File: src/design/hcfd_pkg.sv
// hcfd_pkg: constants, encodings and state types of the host command frame decoder.
// assumes byte-wide serial streams on the module clock.
package hcfd_pkg;

  // ****************************************************************
  // frame layout
  // ****************************************************************
  localparam logic [7:0]  HCFD_START       = 8'h02;
  localparam logic [7:0]  HCFD_CNF_OFFSET  = 8'h40;
  localparam logic [7:0]  HCFD_LEN_HI_ZERO = 8'h00;
  localparam logic [7:0]  HCFD_FILL        = 8'h00;
  localparam logic [2:0]  HCFD_HDR_BYTES   = 3'h5;
  localparam logic [15:0] HCFD_LEN_NONE    = 16'h0000;
  localparam logic [15:0] HCFD_LEN_LAST    = 16'h0001;

  // ****************************************************************
  // request opcodes
  // ****************************************************************
  localparam logic [7:0] HCFD_OP_RESET       = 8'h00;
  localparam logic [7:0] HCFD_OP_STATE_QUERY = 8'h01;
  localparam logic [7:0] HCFD_OP_SLEEP       = 8'h02;
  localparam logic [7:0] HCFD_OP_DATA        = 8'h04;
  localparam logic [7:0] HCFD_OP_CONNECT     = 8'h06;
  localparam logic [7:0] HCFD_OP_LINK_CLOSE  = 8'h07;
  localparam logic [7:0] HCFD_OP_SEARCH_BEG  = 8'h09;
  localparam logic [7:0] HCFD_OP_SEARCH_END  = 8'h0a;
  localparam logic [7:0] HCFD_OP_FOUND_PEERS = 8'h0b;
  localparam logic [7:0] HCFD_OP_ADV_PAYLOAD = 8'h0c;
  localparam logic [7:0] HCFD_OP_PIN_ANSWER  = 8'h0d;
  localparam logic [7:0] HCFD_OP_PAIR_ERASE  = 8'h0e;
  localparam logic [7:0] HCFD_OP_PAIR_LIST   = 8'h0f;
  localparam logic [7:0] HCFD_OP_SET_READ    = 8'h10;
  localparam logic [7:0] HCFD_OP_SET_WRITE   = 8'h11;
  localparam logic [7:0] HCFD_OP_RADIO_LAYER = 8'h1a;
  localparam logic [7:0] HCFD_OP_SERIAL_OFF  = 8'h1b;
  localparam logic [7:0] HCFD_OP_DEFAULTS    = 8'h1c;
  localparam logic [7:0] HCFD_OP_TEST_ENABLE = 8'h1d;
  localparam logic [7:0] HCFD_OP_TEST_CTRL   = 8'h1e;
  localparam logic [7:0] HCFD_OP_BOOTLOADER  = 8'h1f;

  // ****************************************************************
  // notice and response opcodes
  // ****************************************************************
  localparam logic [7:0] HCFD_OP_DOZE_NOTICE   = 8'h82;
  localparam logic [7:0] HCFD_OP_ARRIVAL       = 8'h84;
  localparam logic [7:0] HCFD_OP_LINK_UP       = 8'h86;
  localparam logic [7:0] HCFD_OP_LINK_DOWN     = 8'h87;
  localparam logic [7:0] HCFD_OP_LINK_SECURED  = 8'h88;
  localparam logic [7:0] HCFD_OP_ADVERT_SEEN   = 8'h8b;
  localparam logic [7:0] HCFD_OP_ADVERT_DATA   = 8'h8c;
  localparam logic [7:0] HCFD_OP_PIN_WANTED    = 8'h8d;
  localparam logic [7:0] HCFD_OP_LAYER_CHANGED = 8'h9a;
  localparam logic [7:0] HCFD_OP_SERIAL_BACK   = 8'h9b;
  localparam logic [7:0] HCFD_OP_FAULT_NOTICE  = 8'ha2;
  localparam logic [7:0] HCFD_OP_SEND_DONE     = 8'hc4;
  localparam logic [7:0] HCFD_OP_CHANNEL_READY = 8'hc6;

  // ****************************************************************
  // status codes and settings store
  // ****************************************************************
  localparam logic [7:0]  HCFD_ST_OK             = 8'h00;
  localparam logic [7:0]  HCFD_ST_SERIAL_OVERFLOW = 8'h01;
  localparam logic [7:0]  HCFD_ST_REFUSED        = 8'hff;
  localparam int          HCFD_NSET              = 16;
  localparam logic [7:0]  HCFD_NSET_B            = 8'h10;
  localparam logic [15:0] HCFD_READ_PERM         = 16'hffff;
  localparam logic [15:0] HCFD_WRITE_PERM        = 16'h0004;
  localparam logic [7:0]  HCFD_SET_RESET         = 8'h00;

  typedef logic [HCFD_NSET-1:0][7:0] hcfd_bank_t;

  typedef enum logic [5:0] {
    HCFD_RX_IDLE = 6'b000001,
    HCFD_RX_OP   = 6'b000010,
    HCFD_RX_LLO  = 6'b000100,
    HCFD_RX_LHI  = 6'b001000,
    HCFD_RX_PAY  = 6'b010000,
    HCFD_RX_CS   = 6'b100000
  } hcfd_rx_e;

  typedef struct packed {
    logic [6:0][7:0] bytes;
    logic [2:0]      cnt;
  } hcfd_frame_s;

  typedef struct packed {
    hcfd_rx_e    rx;
    logic [7:0]  sum;
    logic [7:0]  op;
    logic [15:0] rem;
    logic [1:0]  pay_idx;
    logic [7:0]  arg0;
    logic [7:0]  arg1;
    logic        cnf_pend;
    hcfd_frame_s tx;
    hcfd_bank_t  stored;
    hcfd_bank_t  active;
    logic        req_valid;
    logic [7:0]  req_op;
    logic        restart;
  } hcfd_state_s;

endpackage : hcfd_pkg

File: src/design/hcfd_top.sv
// hcfd_top: framed command interpreter on the host serial port.
// assumes byte streams synchronous to clock, overflow flag from the serial core.
// Summary of operation
// - fault notice frame, opcode a2, one status
// - overflow aborts both directions, restarts, status 01
// - start byte 02; reset, query, sleep opcodes
// - user data request opcode 04
// - connect 06, close connection 07
// - search 09/0a, peers 0b, advert 0c
// - pin 0d, erase pairings 0e, list 0f
// - radio layer 1a, serial off 1b, defaults 1c
// - test enable 1d, test control 1e, bootloader 1f
// - confirmation opcode is request plus 40
// - notices 84, 8b, 8c for arrivals
// - notices 82, 9a, 9b for state changes
// - notices 86, 87, 88, 8d for links
// - responses c4 send done, c6 channel ready
// - settings read 10, written 11, permission checked
// - peripheral-only mode refuses settings access
// - written setting values stored unchecked
// - written settings apply after reset only
// - multi-byte fields least significant byte first
`timescale 1ns/1ps
module hcfd_top
  import hcfd_pkg::*;
(
  input  wire logic       clock,
  input  wire logic       rstn,
  input  wire logic       rx_valid,
  output logic            rx_ready,
  input  wire logic [7:0] rx_data,
  output logic            tx_valid,
  input  wire logic       tx_ready,
  output logic [7:0]      tx_data,
  input  wire logic       evt_valid,
  output logic            evt_ready,
  input  wire logic [7:0] evt_code,
  input  wire logic       serial_overflow,
  input  wire logic       peripheral_only,
  output logic            serial_restart,
  output logic            req_valid,
  output logic [7:0]      req_op,
  output logic [7:0]      req_arg,
  output hcfd_bank_t      active_settings
);

  hcfd_state_s s_q;
  hcfd_state_s s_d;
  logic        rx_take;
  logic        tx_idle;

  // ****************************************************************
  // frame helpers
  // ****************************************************************
  function automatic hcfd_frame_s build(input logic [7:0] op, input logic [1:0] plen,
                                        input logic [7:0] b0, input logic [7:0] b1);
    hcfd_frame_s f;
    logic [7:0]  cs;
    cs = HCFD_START ^ op ^ {6'h00, plen};
    if (plen != 2'h0)
      cs = cs ^ b0;
    if (plen == 2'h2)
      cs = cs ^ b1;
    f.bytes    = '0;
    f.bytes[0] = HCFD_START;
    f.bytes[1] = op;
    f.bytes[2] = {6'h00, plen};
    f.bytes[3] = HCFD_LEN_HI_ZERO;
    case (plen)
      2'h0: f.bytes[4] = cs;
      2'h1:
      begin
        f.bytes[4] = b0;
        f.bytes[5] = cs;
      end
      default:
      begin
        f.bytes[4] = b0;
        f.bytes[5] = b1;
        f.bytes[6] = cs;
      end
    endcase
    f.cnt = HCFD_HDR_BYTES + {1'b0, plen};
    return f;
  endfunction : build

  function automatic logic is_request(input logic [7:0] op);
    case (op)
      HCFD_OP_RESET, HCFD_OP_STATE_QUERY, HCFD_OP_SLEEP,
      HCFD_OP_DATA,
      HCFD_OP_CONNECT, HCFD_OP_LINK_CLOSE,
      HCFD_OP_SEARCH_BEG, HCFD_OP_SEARCH_END, HCFD_OP_FOUND_PEERS, HCFD_OP_ADV_PAYLOAD,
      HCFD_OP_PIN_ANSWER, HCFD_OP_PAIR_ERASE, HCFD_OP_PAIR_LIST,
      HCFD_OP_SET_READ, HCFD_OP_SET_WRITE,
      HCFD_OP_RADIO_LAYER, HCFD_OP_SERIAL_OFF, HCFD_OP_DEFAULTS,
      HCFD_OP_TEST_ENABLE, HCFD_OP_TEST_CTRL, HCFD_OP_BOOTLOADER: return 1'b1;
      default: return 1'b0;
    endcase
  endfunction : is_request

  function automatic logic is_notice(input logic [7:0] op);
    case (op)
      HCFD_OP_ARRIVAL, HCFD_OP_ADVERT_SEEN, HCFD_OP_ADVERT_DATA,
      HCFD_OP_DOZE_NOTICE, HCFD_OP_LAYER_CHANGED, HCFD_OP_SERIAL_BACK,
      HCFD_OP_LINK_UP, HCFD_OP_LINK_DOWN, HCFD_OP_LINK_SECURED, HCFD_OP_PIN_WANTED,
      HCFD_OP_SEND_DONE, HCFD_OP_CHANNEL_READY: return 1'b1;
      default: return 1'b0;
    endcase
  endfunction : is_notice

  assign tx_idle   = (s_q.tx.cnt == 3'h0);
  // stall the host while a confirmation waits for the transmitter
  assign rx_ready  = !s_q.cnf_pend && !serial_overflow;
  assign rx_take   = rx_valid && rx_ready;
  assign evt_ready = tx_idle && !s_q.cnf_pend && !serial_overflow;

  // ****************************************************************
  // next state
  // ****************************************************************
  always_comb
  begin
    logic [3:0] idx;
    logic       idx_ok;
    s_d           = s_q;
    idx           = s_q.arg0[3:0];
    idx_ok        = (s_q.arg0 < HCFD_NSET_B);
    s_d.req_valid = 1'b0;
    s_d.restart   = 1'b0;

    if (!tx_idle && tx_ready)
    begin
      s_d.tx.bytes = {HCFD_FILL, s_q.tx.bytes[6:1]};
      s_d.tx.cnt   = s_q.tx.cnt - 3'h1;
    end

    if (rx_take)
    begin
      s_d.sum = s_q.sum ^ rx_data;
      case (s_q.rx)
        HCFD_RX_IDLE:
        begin
          s_d.sum = rx_data;
          if (rx_data == HCFD_START)
            s_d.rx = HCFD_RX_OP;
        end
        HCFD_RX_OP:
        begin
          s_d.op = rx_data;
          s_d.rx = HCFD_RX_LLO;
        end
        HCFD_RX_LLO:
        begin
          s_d.rem[7:0] = rx_data;
          s_d.rx       = HCFD_RX_LHI;
        end
        HCFD_RX_LHI:
        begin
          s_d.rem[15:8] = rx_data;
          s_d.pay_idx   = 2'h0;
          s_d.arg0      = HCFD_FILL;
          s_d.arg1      = HCFD_FILL;
          s_d.rx = ({rx_data, s_q.rem[7:0]} == HCFD_LEN_NONE) ? HCFD_RX_CS : HCFD_RX_PAY;
        end
        HCFD_RX_PAY:
        begin
          if (s_q.pay_idx == 2'h0)
            s_d.arg0 = rx_data;
          if (s_q.pay_idx == 2'h1)
            s_d.arg1 = rx_data;
          if (s_q.pay_idx != 2'h3)
            s_d.pay_idx = s_q.pay_idx + 2'h1;
          s_d.rem = s_q.rem - HCFD_LEN_LAST;
          if (s_q.rem == HCFD_LEN_LAST)
            s_d.rx = HCFD_RX_CS;
        end
        HCFD_RX_CS:
        begin
          // bad checksum drops the frame silently
          if (rx_data == s_q.sum)
            s_d.cnf_pend = 1'b1;
          s_d.rx = HCFD_RX_IDLE;
        end
        default: s_d.rx = HCFD_RX_IDLE;
      endcase
    end

    if (s_q.cnf_pend && tx_idle)
    begin
      s_d.cnf_pend = 1'b0;
      if (is_request(s_q.op))
      begin
        s_d.req_valid = 1'b1;
        s_d.req_op    = s_q.op;
        s_d.tx = build(s_q.op + HCFD_CNF_OFFSET, 2'h1, HCFD_ST_OK, HCFD_FILL);
        case (s_q.op)
          HCFD_OP_SET_READ:
          begin
            if (!peripheral_only && idx_ok && HCFD_READ_PERM[idx])
              s_d.tx = build(s_q.op + HCFD_CNF_OFFSET, 2'h2, HCFD_ST_OK, s_q.stored[idx]);
            else
              s_d.tx = build(s_q.op + HCFD_CNF_OFFSET, 2'h1, HCFD_ST_REFUSED, HCFD_FILL);
          end
          HCFD_OP_SET_WRITE:
          begin
            if (!peripheral_only && idx_ok && HCFD_WRITE_PERM[idx])
              s_d.stored[idx] = s_q.arg1;
            else
              s_d.tx = build(s_q.op + HCFD_CNF_OFFSET, 2'h1, HCFD_ST_REFUSED, HCFD_FILL);
          end
          HCFD_OP_RESET: s_d.active = s_q.stored;
          default: s_d.active = s_q.active;
        endcase
      end
    end
    else if (evt_valid && evt_ready && is_notice(evt_code))
    begin
      s_d.tx = build(evt_code, 2'h0, HCFD_FILL, HCFD_FILL);
    end

    // overflow aborts both directions and restarts
    if (serial_overflow)
    begin
      s_d.rx        = HCFD_RX_IDLE;
      s_d.cnf_pend  = 1'b0;
      s_d.req_valid = 1'b0;
      s_d.restart   = 1'b1;
      // fault notice with one status byte
      s_d.tx = build(HCFD_OP_FAULT_NOTICE, 2'h1, HCFD_ST_SERIAL_OVERFLOW, HCFD_FILL);
    end
  end

  always_ff @(posedge clock or negedge rstn)
  begin
    if (!rstn)
    begin
      s_q        <= '0;
      s_q.rx     <= HCFD_RX_IDLE;
    end
    else
      s_q <= s_d;
  end

  assign tx_valid        = !tx_idle;
  assign tx_data         = s_q.tx.bytes[0];
  assign serial_restart  = s_q.restart;
  assign req_valid       = s_q.req_valid;
  assign req_op          = s_q.req_op;
  assign req_arg         = s_q.arg0;
  assign active_settings = s_q.active;
endmodule : hcfd_top

File: config.mk
export PLATFORM = sky130hd
export DESIGN_NAME = hcfd_top
export DESIGN_NICKNAME = d
export VERILOG_FILES = /design/src/design/hcfd_pkg.sv /design/src/design/hcfd_top.sv
export SDC_FILE = /design/constraint.sdc
export NUM_CORES = 1
export LEC_CHECK = 0
export ABC_AREA = 1
export BUFFER_PORTS_ARGS = -buffer_cell sky130_fd_sc_hd__buf_2
export CORE_ASPECT_RATIO = 0.6
export CORE_MARGIN = 2
export CORE_UTILIZATION = 59
export CTS_CLUSTER_DIAMETER = 50
export CTS_CLUSTER_SIZE = 12
export DETAILED_ROUTE_END_ITERATION = 16
export HOLD_SLACK_MARGIN = 0.03
export PLACE_DENSITY = 0.81
export SETUP_SLACK_MARGIN = 0.15
export SLEW_MARGIN = 20
export SYNTH_ARGS = -nofsm -noshare
export SYNTH_HDL_FRONTEND = slang
export SYNTH_SLANG_ARGS = --single-unit
File: constraint.sdc
create_clock -name clock -period 2.1 [get_ports clock]
set_input_delay 0.105 -clock clock [delete_from_list [all_inputs] [get_ports clock]]
set_output_delay 0.105 -clock clock [all_outputs]
set_load 0.01 [all_outputs]
# Yosys cells after proc, flatten, opt, wreduce, memory -nomap -nowiden
# Memories as Yosys holds them, arrays and structs flattened.
# Cells that the tools add are included.
dict set report op_classes {
  n_addsub 4
  n_lt_le_gt_ge 3
  eq_ne 30
  n_mux 46
  n_bitwise 6
  reduce_logical 39
}
# cell n
set ops {}
lappend ops {{2-to-1 mux 128 bit} 3}
lappend ops {{2-to-1 mux 324 bit} 1}
lappend ops {{2-to-1 mux 59 bit} 4}
lappend ops {{bitwise mux 128 bit} 1}
lappend ops {{case mux 59 bit (2 select lines)} 1}
lappend ops {{== test 8 bit, second input constant} 12}
lappend ops {{2-to-1 mux 8 bit} 10}
lappend ops {{2-to-1 mux 60 bit} 1}
lappend ops {{2-to-1 mux 57 bit} 1}
lappend ops {{2-to-1 mux 51 bit} 1}
lappend ops {{case mux 18 bit (2 select lines)} 1}
lappend ops {{binary-select mux 8 bit (select 4 bit)} 1}
lappend ops {{demux 8 bit (select 4 bit)} 1}
lappend ops {{case mux 8 bit (2 select lines)} 2}
lappend ops {{case mux 6 bit (5 select lines)} 1}
lappend ops {{2-to-1 mux 6 bit} 4}
lappend ops {{AND reduction 3 bit} 6}
lappend ops {{== test 16 x 1 -> 1 bit, second input constant} 1}
lappend ops {{== test 8 x 5 -> 1 bit, second input constant} 2}
lappend ops {{logical NOT 16 bit} 1}
lappend ops {{subtractor 16 x 1 -> 16 bit, second input constant} 1}
lappend ops {{XOR 8 bit} 2}
lappend ops {{logical AND 1 bit} 12}
lappend ops {{OR reduction 12 bit} 1}
lappend ops {{30 further kinds} 57}
dict set report totals {
  register_bits 382
  romBits 64
  input_bits 23
  out_inout_bits 157
  elab_cells 183
  memories 3
}
# memory depth word_bits read_ports rd_clocked_by_memory_dff write_ports line
set memory_table {}
lappend memory_table {{(no name shown)} 32 1 1 0 0 hcfd_top.sv:88} ;# case (op)
lappend memory_table {{(no name shown)} 16 1 1 0 0 hcfd_top.sv:205} ;# if (!peripheral_only && idx_ok && HCFD_WRITE_PERM[idx])
lappend memory_table {{(no name shown)} 16 1 1 0 0 hcfd_top.sv:198} ;# if (!peripheral_only && idx_ok && HCFD_READ_PERM[idx])

# Logic depth before layout (Yosys ltp)
# Gate-level depths: netlist of run 1.
dict set report logic_depth {
  ltp_word 13
  mapped_depth 14
  mapped_depth_nobuf 13
}

# Worst setup path before layout of run 1
# No wires, ideal clock.
dict set report synth_path {
  path_type {register -> register}
  start {reg s_q[266] (netlist name)}
  end {reg s_q (netlist bit active_settings[17])}
  setup_time_ps 117
  arrival_time_ps 1815
  required_ps 1983
  setup_slack_ps 168
  path_stages_with_launch 12
  path_buffers 2
  period_less_slack_ps 1932
  cell_sequence {dfrtp_1 -> inv_1 -> ha_1 -> nand2_1 -> nor2_1 -> nand4_2 -> nor2_2 -> nand2_2 -> buf_2 -> buf_2 -> nand2_1 -> nand2_1}
}
dict set report synth_between {
  elab_chain_len 3
}
# item line
set synth_lines {}
lappend synth_lines {{from (decl)} hcfd_top.sv:47} ;# hcfd_state_s s_q;
lappend synth_lines {{logical NOT 3 bit} hcfd_top.sv:111} ;# assign tx_idle = (s_q.tx.cnt == 3'h0);
lappend synth_lines {{logical AND 1 bit} hcfd_top.sv:187} ;# if (s_q.cnf_pend && tx_idle)
lappend synth_lines {{AND reduction 3 bit (no source line)} --}
# Every way passes these cells.
# A chain may end at the register's enable or synchronous reset.

# Worst setup path after layout of run 1
dict set report layout_path {
  start {reg s_q[362] (netlist name)}
  end {reg s_q (netlist bit active_settings[80])}
}
dict set report layout_between {
  elab_chain_len 4
  word_cells_on_any_way 5
  classes_between {mux (2); reduce/logical (2); memory (1)}
}
# item line
set layout_lines {}
lappend layout_lines {{memory (32 x 1 bit)} --}
lappend layout_lines {{2-to-1 mux 1 bit} hcfd_top.sv:88}
lappend layout_lines {{2-to-1 mux 1 bit} hcfd_top.sv:187}
lappend layout_lines {{AND reduction 3 bit (no source line) (*)} --}
# Every way passes the cells marked *; elsewhere a longest branch is shown, timed or not. The select of a mux whose other input is x is not followed.

==> results of run 1 <==
-- synth_stat cells (all sizes together) --
library cell	count
mux2	1
or2	1
nand3b	1
nor3	31
o211ai	3
nand2	604
nor4	3
nor2	135
clkbuf	146
dfstp	1
buf	212
clkinv	3
xor2	19
a31oi	3
o22ai	5
a22oi	1
nand4	27
and3b	1
dfrtp	381
ha	9
nand3	178
a211oi	1
a21oi	34
xnor2	2
mux2i	16
o21ai	177
inv	135
-- cell type report --
class	count	area, sq um
flip-flops and latches	382	9560
fillers	2006	7960
multi-input cells	1256	7230
repair buffers	338	2990
clock buffers	44	1010
inverters	138	531
well taps	408	510
clock inverters	7	43.8
repair inverters	2	10.0
diodes	1	2.50
-- worst max-delay path, delay by kind of cell (launching register included) --
kind                   cells  cell delay (ns)
buffers and inverters      4             0.57
flip-flops                 1             0.41
AND/OR/NAND/NOR            9             1.02
-- per-layer routing --
metal  track usage [%]  part of all wire (%)
met1              46.3                    42
met2              40.5                    43
met3              9.11                    12
met4              7.02                   3.1
met5                 0                     0
-- how the worst min path moves through the flow --
stage,endpoint,slack [ns],cells past startpoint
6_report,s_q[303],0.08,5
2_1_floorplan,asynchronous set/reset pin,-0.19,0
4_1_cts,s_q[279],0.07,5
3_3_place_gp,s_q[318],0.10,1
5_1_grt,s_q[279],0.10,5
3_5_place_dp,s_q[311],0.11,1
-- power by group through the flow --
| stage | logic [mW] | registers, mW | clock network, mW |
|---|---|---|---|
| after floorplan | 0.740 | 7.69 | 0 |
| after global placement | 1.24 | 7.71 | 0 |
| after detailed placement | 1.26 | 7.71 | 0 |
| after CTS | 1.31 | 7.58 | 6.26 |
| after global routing | 1.83 | 7.60 | 6.61 |
| final | 1.71 | 7.59 | 6.32 |
-- metrics by stage --
stage          utilization (%)  total power [mW]  cell area (sq um)  instances  setup slack (ns)
2_1_floorplan                -              8.43              17800       2130             0.168
3_3_place_gp              60.7              8.95              18100       2445           0.00720
3_5_place_dp              60.7              8.98              18100       2445           -0.0983
4_1_cts                   65.3              15.2              19500       2518             0.103
5_1_grt                   73.3              16.0              21900       2575           -0.0876
6_report                  73.3              15.6              21900       2576           -0.0305
-- what timing repair did --
action | in CTS | in global routing
gates cloned | 0 | 34
setup endpoints to repair | 210 | 215
buffers inserted | 7 | 23
hold buffers | 15 | 0
pin swaps | 14 | 62
hold endpoints to repair | 308 | 0
gates resized for setup | 32 | 423
-- cell families (layout without fill, tap and decap cells) --
kind of cell,count (synthesis),count (layout),synth area share [%]
simple gates,981,985,23.1
buf+inv,496,529,14.2
other cells,0,1,0
fa+ha+maj,9,9,0.631
mux,17,17,0.961
compound gates,224,224,6.48
flops,382,382,53.6
xor+xnor,21,21,1.03
==> results.yml, run 1 <==
timing:
  finalHoldViolCount: 0
  finalSetupViolations: 30
  whs_ns: 0.0803
  fmax_mhz: 469
  worst_slack_ns: -0.0305
  worst_pin_slew_ns: 0.577
  maxSlewHeadroom_pct: 61.5
  slew_viol_final: 0
  fin_crit_sh_pct: 101
  finalClockSkew_ns: 0.0186
  fin_tns_setup_ns: -0.288
  period_minus_slack_ns: 2.13
  grt_setup_unrepaired: "yes"
yosys:
  ys_seq_elements: 382
  ys_seq_area_share_pct: 53.6
  synth_area_sq_um: 17800
  synth_area_per_cell_sq_um: 8.37
  syn_nets: 2162
  synth_area_leaders: "dfrtp_1 53%, nand2_1 13%, buf_4 6.8%"
  yosysTopAreaCell: "dfrtp_1"
  synth_top_area_share_pct: 53.5
  synth_cells: 2130
  yosysWarnings: 0
  ys_types: 43
clocking:
  clock_path_buffers: 3
  cts.sinks: 382
  worstSkewPairLatency_ns: 0.55
  htree_levels: 2
  numCtsBuffers: 39
  cts_root_buf: "clkbuf_16"
  clkTransAtPathRegs_ns: 0.06
  cts_tree: "yes"
floorplan:
  dieArea_sq_um: 31700
  initial_core_util_pct: 59.7
  core_sq_um: 29900
  num_io_pins: 180
  die_h_microns: 139
  num_rows: 49
  die_w_microns: 228
setup_path:
  rrSetupSlack_ns: -0.03
  worstRegToRegCells: 13
  critical_path_class: "flip-flop to flip-flop"
  worstReg2RegEnd: "active_settings[80]"
  critPathRequiredTime_ns: 2.52
  cp-start-kind: "flip-flop"
  cp_max_fo: 8
  timing.rr.start: "s_q[362]"
  critical_path.endpoint_type: "flip-flop"
  path_cells: "nor2_4 -> inv_2 -> nand2_1 -> nand2_1 -> nand2_2 -> nand4_4 -> nor2_4 -> buf_12 -> buf_12 -> nand2_8 -> clkbuf_16 -> nand2_4 -> nand2_2"
  slowest_stage: "dfrtp_1"
  crit_start: "s_q[362]"
  critical_path_arrival_ns: 2.55
  endpoint: "active_settings[80]"
  crit_path_max_incr_delay_ns: 0.41
run_status:
  run_status: "complete, but fails checks"
  violations: "setup timing"
pwr:
  pwr-share-comb_pct: 10.9
  pwr_density_cell_nw_per_um2: 713
  p_sw_share_pct: 26.6
  cellLeakagePower_nw: 11.2
  intPower_mw: 11.5
  pwr-share-clk_pct: 40.5
  p_sw_mw: 4.16
  sequentialPowerShare_pct: 48.6
  ir_drop_mv: 0.515
placed_design:
  hpwlAfterDp_microns: 32900
  port_buffers: 179
  routabilityCongestion: 0.933
grt:
  grt_max_degree: 74
  antenna_found_initial: 1
  track_usage_pct: 29.7
  globalRouteOverflowTotal: 0
  grt_pass1_wl_microns: 74700
  grt_pass1_vias: 13500
layout:
  layout_common_cells: "423 x nand2_1, 380 x dfrtp_1, 178 x buf_2, 149 x nand3_1, 127 x o21ai_0"
  final_common_cell: "nand2_1"
  nets: 2189
  drive_gt1_share_pct: 32.1
  syn_to_final_growth_pct: 22.8
routing:
  drt_iter0_markers: 1826
  wirelength_microns: 57300
  drt_first_pass_iters: 6
  post-route-drc-count: 0
  wire_per_inst_microns: 22.2
  detail-route-antenna-nets: 0
  vias: 15300
  vias_per_cell: 5.93
hold_path:
  hold_path_startpoint: "evt_code[2]"
  hp-class: "primary input to flip-flop"
flow_run:
  maxCapViolations: 0
Note: power is estimated with default switching activity, not from simulation.
==> run 2, diff against run 1 <==
--- a/config.mk
+++ b/config.mk
@@ -15,7 +15,8 @@
 export DETAILED_ROUTE_END_ITERATION = 16
 export HOLD_SLACK_MARGIN = 0.03
 export PLACE_DENSITY = 0.81
-export SETUP_SLACK_MARGIN = 0.15
+export SETUP_SLACK_MARGIN = 0.5
+export SKIP_CTS_REPAIR_TIMING = 1
 export SLEW_MARGIN = 20
 export SYNTH_ARGS = -nofsm -noshare
 export SYNTH_HDL_FRONTEND = slang
==> run 2 against run 1 <==
Effect of this change:
- the flow finishes with violations (hold timing)
- sequential share of layout area up 1.6 points
- power up 0.61%
- clock skew up 0.0035 ns
- hold slack worse by 0.085 ns
- design area down 3.4%
- global-route usage up 0.67 points
- clock power up 0.9%
- routed wire length down 6.9%
- critical path type unchanged
- critical endpoint is now active_settings[113]
==> results.yml, run 2 (synthesized netlist as in run 1, its figures left out) <==
run_status:
  run_status: "complete, but fails checks"
  violations: "hold timing"
clocking:
  worstSkewPairLatency_ns: 0.55
  clkTransAtPathRegs_ns: 0.06
  numCtsBuffers: 38
  clock_path_buffers: 3
  cts_tree: "yes"
  htree_levels: 2
  cts_root_buf: "clkbuf_16"
  cts.sinks: 382
layout:
  diodes: 0
  layout_common_cells: "531 x nand2_1, 377 x dfrtp_1, 178 x buf_2, 162 x nand3_1, 112 x inv_1"
  multi_input_comb_area_sq_um: 6650
  final_common_cell: "nand2_1"
  regArea_sq_um: 9570
  fillers: 2179
  layoutNonFillerInstCount: 2575
  nets: 2190
  drive_gt1_share_pct: 26.6
  syn_to_final_growth_pct: 18.6
timing:
  slew_viol_final: 0
  whs_ns: -0.00500
  finalHoldViolCount: 1
  finalClockSkew_ns: 0.0220
  fin_tns_setup_ns: 0
  worst_pin_slew_ns: 0.589
  maxSlewHeadroom_pct: 60.7
  grt_setup_unrepaired: "yes"
  worst_slack_ns: 0.0957
  fmax_mhz: 499
  finalSetupViolations: 0
  fin_crit_sh_pct: 95.4
  period_minus_slack_ns: 2.00
grt:
  grt_max_degree: 116
  antenna_found_initial: 1
  grt_pass1_wl_microns: 75400
  grt_pass1_vias: 13100
  track_usage_pct: 30.4
  globalRouteOverflowTotal: 0
placed_design:
  hpwlAfterDp_microns: 33800
  place_inst: 2437
  port_buffers: 179
  post-place-ws_ns: -0.0128
  routabilityCongestion: 0.939
setup_path:
  cp_max_fo: 8
  timing.rr.start: "s_q[361]"
  critical_path_arrival_ns: 2.42
  worstRegToRegCells: 12
  rrSetupSlack_ns: 0.1
  cp-start-kind: "flip-flop"
  critical_path_class: "flip-flop to flip-flop"
  worstReg2RegEnd: "active_settings[113]"
  critPathRequiredTime_ns: 2.51
  critical_path.endpoint_type: "flip-flop"
floorplan:
  initial_core_util_pct: 59.7
  core_sq_um: 29900
  num_rows: 49
  num_io_pins: 180
  die_h_microns: 139
  dieArea_sq_um: 31700
  die_w_microns: 228
routing:
  wirelength_microns: 53300
  wire_per_inst_microns: 20.7
  vias: 14800
  detail-route-antenna-nets: 0
  post-route-drc-count: 0
  drt_iter0_markers: 1808
  vias_per_cell: 5.75
  drt_first_pass_iters: 5
hold_path:
  hold_path_startpoint: "evt_code[0]"
  hold_depth: 5
  holdPathEnd: "s_q[301]"
  hp-class: "primary input to flip-flop"
flow_run:
  maxCapViolations: 0
pwr:
  pwr_density_cell_nw_per_um2: 743
  ir_drop_mv: 0.489
  cellLeakagePower_nw: 11.1
==> run 2: cell types whose count changed in the layout (fill, tap and decap cells not counted), sizes merged <==
cell | previous run | this run
clkbuf | 62 | 56
buf | 305 | 317
clkinvlp | 6 | 0
bufinv | 0 | 2
diode | 1 | 0
nand2 | 607 | 605
==> run 2: worst max-delay path by stage <==
stage          slack [ns]        from                   end  cells after the start
6_report              0.1    s_q[361]  active_settings[113]                     12
3_3_place_gp         0.08    s_q[366]              s_q[315]                     13
2_1_floorplan        0.37    s_q[266]              s_q[280]                     10
3_5_place_dp        -0.01  req_arg[1]              s_q[312]                      9
5_1_grt             0.006    s_q[361]  active_settings[117]                     11
4_1_cts             -0.04  req_arg[1]              s_q[312]                      9
==> run 2: worst max-delay path, cell delays in order (launching register included) <==
cell and delay, ns:
dfrtp_2 0.43, nor2_4 0.17, inv_2 0.07, nand3_1 0.09, nand2_1 0.07, nand2_2 0.11
nand4_4 0.15, nor2_4 0.16, buf_12 0.16, nand2_8 0.11, buf_16 0.18, nand2_1 0.07
o21ai_0 0.10
==> run 2: through the flow <==
step                      utilization, %  cell area, sq um  total power [mW]  hold slack [ns]
final                               70.8             21100              15.7         -0.00500
after global routing                70.8             21100              16.2           0.0418
after CTS                           64.5             19200              15.4           -0.447
after detailed placement            60.9             18200              9.12            0.116
after global placement              60.9             18200              9.09            0.103
after floorplan                        -             18000              8.46           -0.191
==> run 2: power breakdown <==
group          leakage, nW  internal, mW  total [mW]  switching (mW)
Combinational         5.33         0.632        1.74            1.11
Clock                0.525          3.58        6.38            2.80
Sequential            5.21          7.50        7.59          0.0937
Total                 11.1          11.7        15.7            4.00
==> run 2: layout make-up <==
class	count	share of cell area (%)
Sequential cell	382	45.2
Multi-Input combinational cell	1254	31.5
Timing Repair Buffer	343	13.1
Clock buffer	45	4.72
Inverter	138	2.63
Tap cell	408	2.41
Clock inverter	4	0.367
Timing Repair inverter	1	0.0296
==> run 2: metal layers <==
layer | vias up | share of wire [%] | GRT usage, %
met5 | - | 0.024 | 0.149
li1 | 6605 | - | -
met2 | 854 | 42 | 40.8
met1 | 7232 | 44 | 48.9
met3 | 102 | 12 | 8.18
met4 | 2 | 2.0 | 6.40
==> run 3, diff against run 2 <==
--- a/config.mk
+++ b/config.mk
@@ -14,6 +14,7 @@
 export CTS_CLUSTER_SIZE = 12
 export DETAILED_ROUTE_END_ITERATION = 16
 export HOLD_SLACK_MARGIN = 0.03
+export MAX_ROUTING_LAYER = met4
 export PLACE_DENSITY = 0.81
 export SETUP_SLACK_MARGIN = 0.5
 export SKIP_CTS_REPAIR_TIMING = 1
==> constraint.sdc (replaced) <==
create_clock -name clock -period 2.1 [get_ports clock]
set_input_delay 0.315 -clock clock [delete_from_list [all_inputs] [get_ports clock]]
set_output_delay 0.315 -clock clock [all_outputs]
set_load 0.01 [all_outputs]
==> run 3 against run 2 <==
Effect of this change:
- the run ends with setup timing left
- global-route usage rose by 0.66 points
- setup slack got worse by 0.12 ns
- critical path depth is the same
- cell count shrank 0.47%
- clock skew grew 0.0019 ns
- power shrank 1.1%
- register-to-register slack lost 0.12 ns
- largest cell class unchanged
==> results.yml, run 3 (synthesized netlist as in run 1, its figures left out) <==
run_status:
  run_status: "complete, but fails checks"
  violations: "setup timing"
grt:
  grt_pass1_wl_microns: 74600
  grt_max_degree: 66
  globalRouteOverflowTotal: 0
  grt_pass1_vias: 12900
  antenna_found_initial: 0
  track_usage_pct: 31.0
layout:
  regArea_sq_um: 9570
  fillers: 2047
  final_common_cell: "nand2_1"
  drive_gt1_share_pct: 30.6
  fin_util_pct: 72.1
  layout_common_cells: "472 x nand2_1, 376 x dfrtp_1, 178 x buf_2, 158 x nand3_1, 111 x inv_1"
  diodes: 0
  multi_input_comb_area_sq_um: 7020
  nets: 2178
  syn_to_final_growth_pct: 20.7
floorplan:
  initial_core_util_pct: 59.7
  core_sq_um: 29900
  num_rows: 49
  die_w_microns: 228
  die_h_microns: 139
  dieArea_sq_um: 31700
  num_io_pins: 180
clocking:
  cts_root_buf: "clkbuf_16"
  htree_levels: 2
  cts_tree: "yes"
  worstSkewPairLatency_ns: 0.55
  clock_path_buffers: 3
  cts.sinks: 382
  clkTransAtPathRegs_ns: 0.07
  numCtsBuffers: 38
routing:
  vias: 14800
  wirelength_microns: 54900
  detail-route-antenna-nets: 0
  vias_per_cell: 5.77
  met3RoutedLength_microns: 6770
  wl_met1_microns: 24100
  wl_met2_microns: 22800
  wire_per_inst_microns: 21.4
  drt_first_pass_iters: 7
  drt_iter0_markers: 2082
  routed.top_layer: "met4"
  post-route-drc-count: 0
pwr:
  ir_drop_mv: 0.613
  finalPower_mw: 15.5
  cellLeakagePower_nw: 11.2
  pwr_density_cell_nw_per_um2: 721
placed_design:
  routabilityCongestion: 0.950
  post-place-ws_ns: 0.0897
  hpwlAfterDp_microns: 34300
  port_buffers: 179
timing:
  grt_setup_unrepaired: "yes"
  finalClockSkew_ns: 0.0239
  maxSlewHeadroom_pct: 66.9
  finalSetupViolations: 12
  finalHoldViolCount: 0
  fmax_mhz: 470
  slew_viol_final: 0
  period_minus_slack_ns: 2.13
  whs_ns: 0.123
  worst_pin_slew_ns: 0.492
  worst_slack_ns: -0.0270
  fin_crit_sh_pct: 101
hold_path:
  hp-class: "primary input to flip-flop"
setup_path:
  critical_path_arrival_ns: 2.55
  cp-start-kind: "flip-flop"
  cp_max_fo: 8
  critical_path_class: "flip-flop to flip-flop"
  critPathRequiredTime_ns: 2.53
  critical_path.endpoint_type: "flip-flop"
flow_run:
  maxCapViolations: 0
## run 3: cell types whose count changed in the layout (fill, tap and decap cells not counted), moves of 9 or more
cell	previous run	this run
nand2_1	531	472
nand2_2	53	85
nand2_4	17	45
o21ai_2	12	31
buf_4	93	75
dlygate4sd3_1	15	2
o21ai_0	89	79
o21ai_1	74	65
## run 3: metrics by stage
step           instance area (sq um)  instances  setup TNS, ns
2_1_floorplan                  18000       2130              0
3_3_place_gp                   18200       2443              0
3_5_place_dp                   18200       2443              0
4_1_cts                        19300       2492              0
5_1_grt                        21500       2563          -6.13
6_report                       21500       2563         -0.128
## run 3: worst paths after layout
kind	from	end	slack [ns]	cells after the start
hold / removal	rx_data[3]	req_arg[3]	0.12	3
setup / recovery	s_q[361]	active_settings[18]	-0.03	12
min in group asynchronous	rstn	s_q[322]	0.32	2
setup reg to reg	s_q[361]	active_settings[18]	-0.03	12
hold reg to reg	flip-flop	flip-flop	0.38	0
max in group asynchronous	rstn	asynchronous set/reset pin	0.99	3
## run 3: report_power, final
group | total [mW] | leakage [nW] | switching (mW) | internal (mW)
clock network | 6.22 | 0.516 | 2.84 | 3.38
registers | 7.59 | 5.21 | 0.0969 | 7.50
logic | 1.72 | 5.44 | 1.10 | 0.616
total | 15.5 | 11.2 | 4.04 | 11.5
## run 3: cell type report
type / count / share of cell area [%]
tap: 408 / 2.37
multi-input combinational: 1255 / 32.6
inverter: 138 / 2.57
sequential: 382 / 44.4
clock inverter: 4 / 0.215
timing repair inverter: 1 / 0.0349
timing repair buffer: 330 / 13.1
clock buffer: 45 / 4.68
## run 3: worst max-delay path, stage by stage, from the launching register on
cell	delay, ns
dfrtp_2	0.44
nor2_4	0.17
inv_2	0.08
nand2_1	0.08
nand2_1	0.08
nand2_2	0.13
nand4_4	0.13
nor2_4	0.22
buf_12	0.17
nand2_8	0.13
clkbuf_16	0.23
nand2_2	0.07
nand2_1	0.06
## run 3: routing by layer
layer  track usage [%]  up-vias
met1              49.0     7138
met2              39.9      945
met3              8.70      128
met4              5.40        0
met5                 -        -
li1                  -     6587
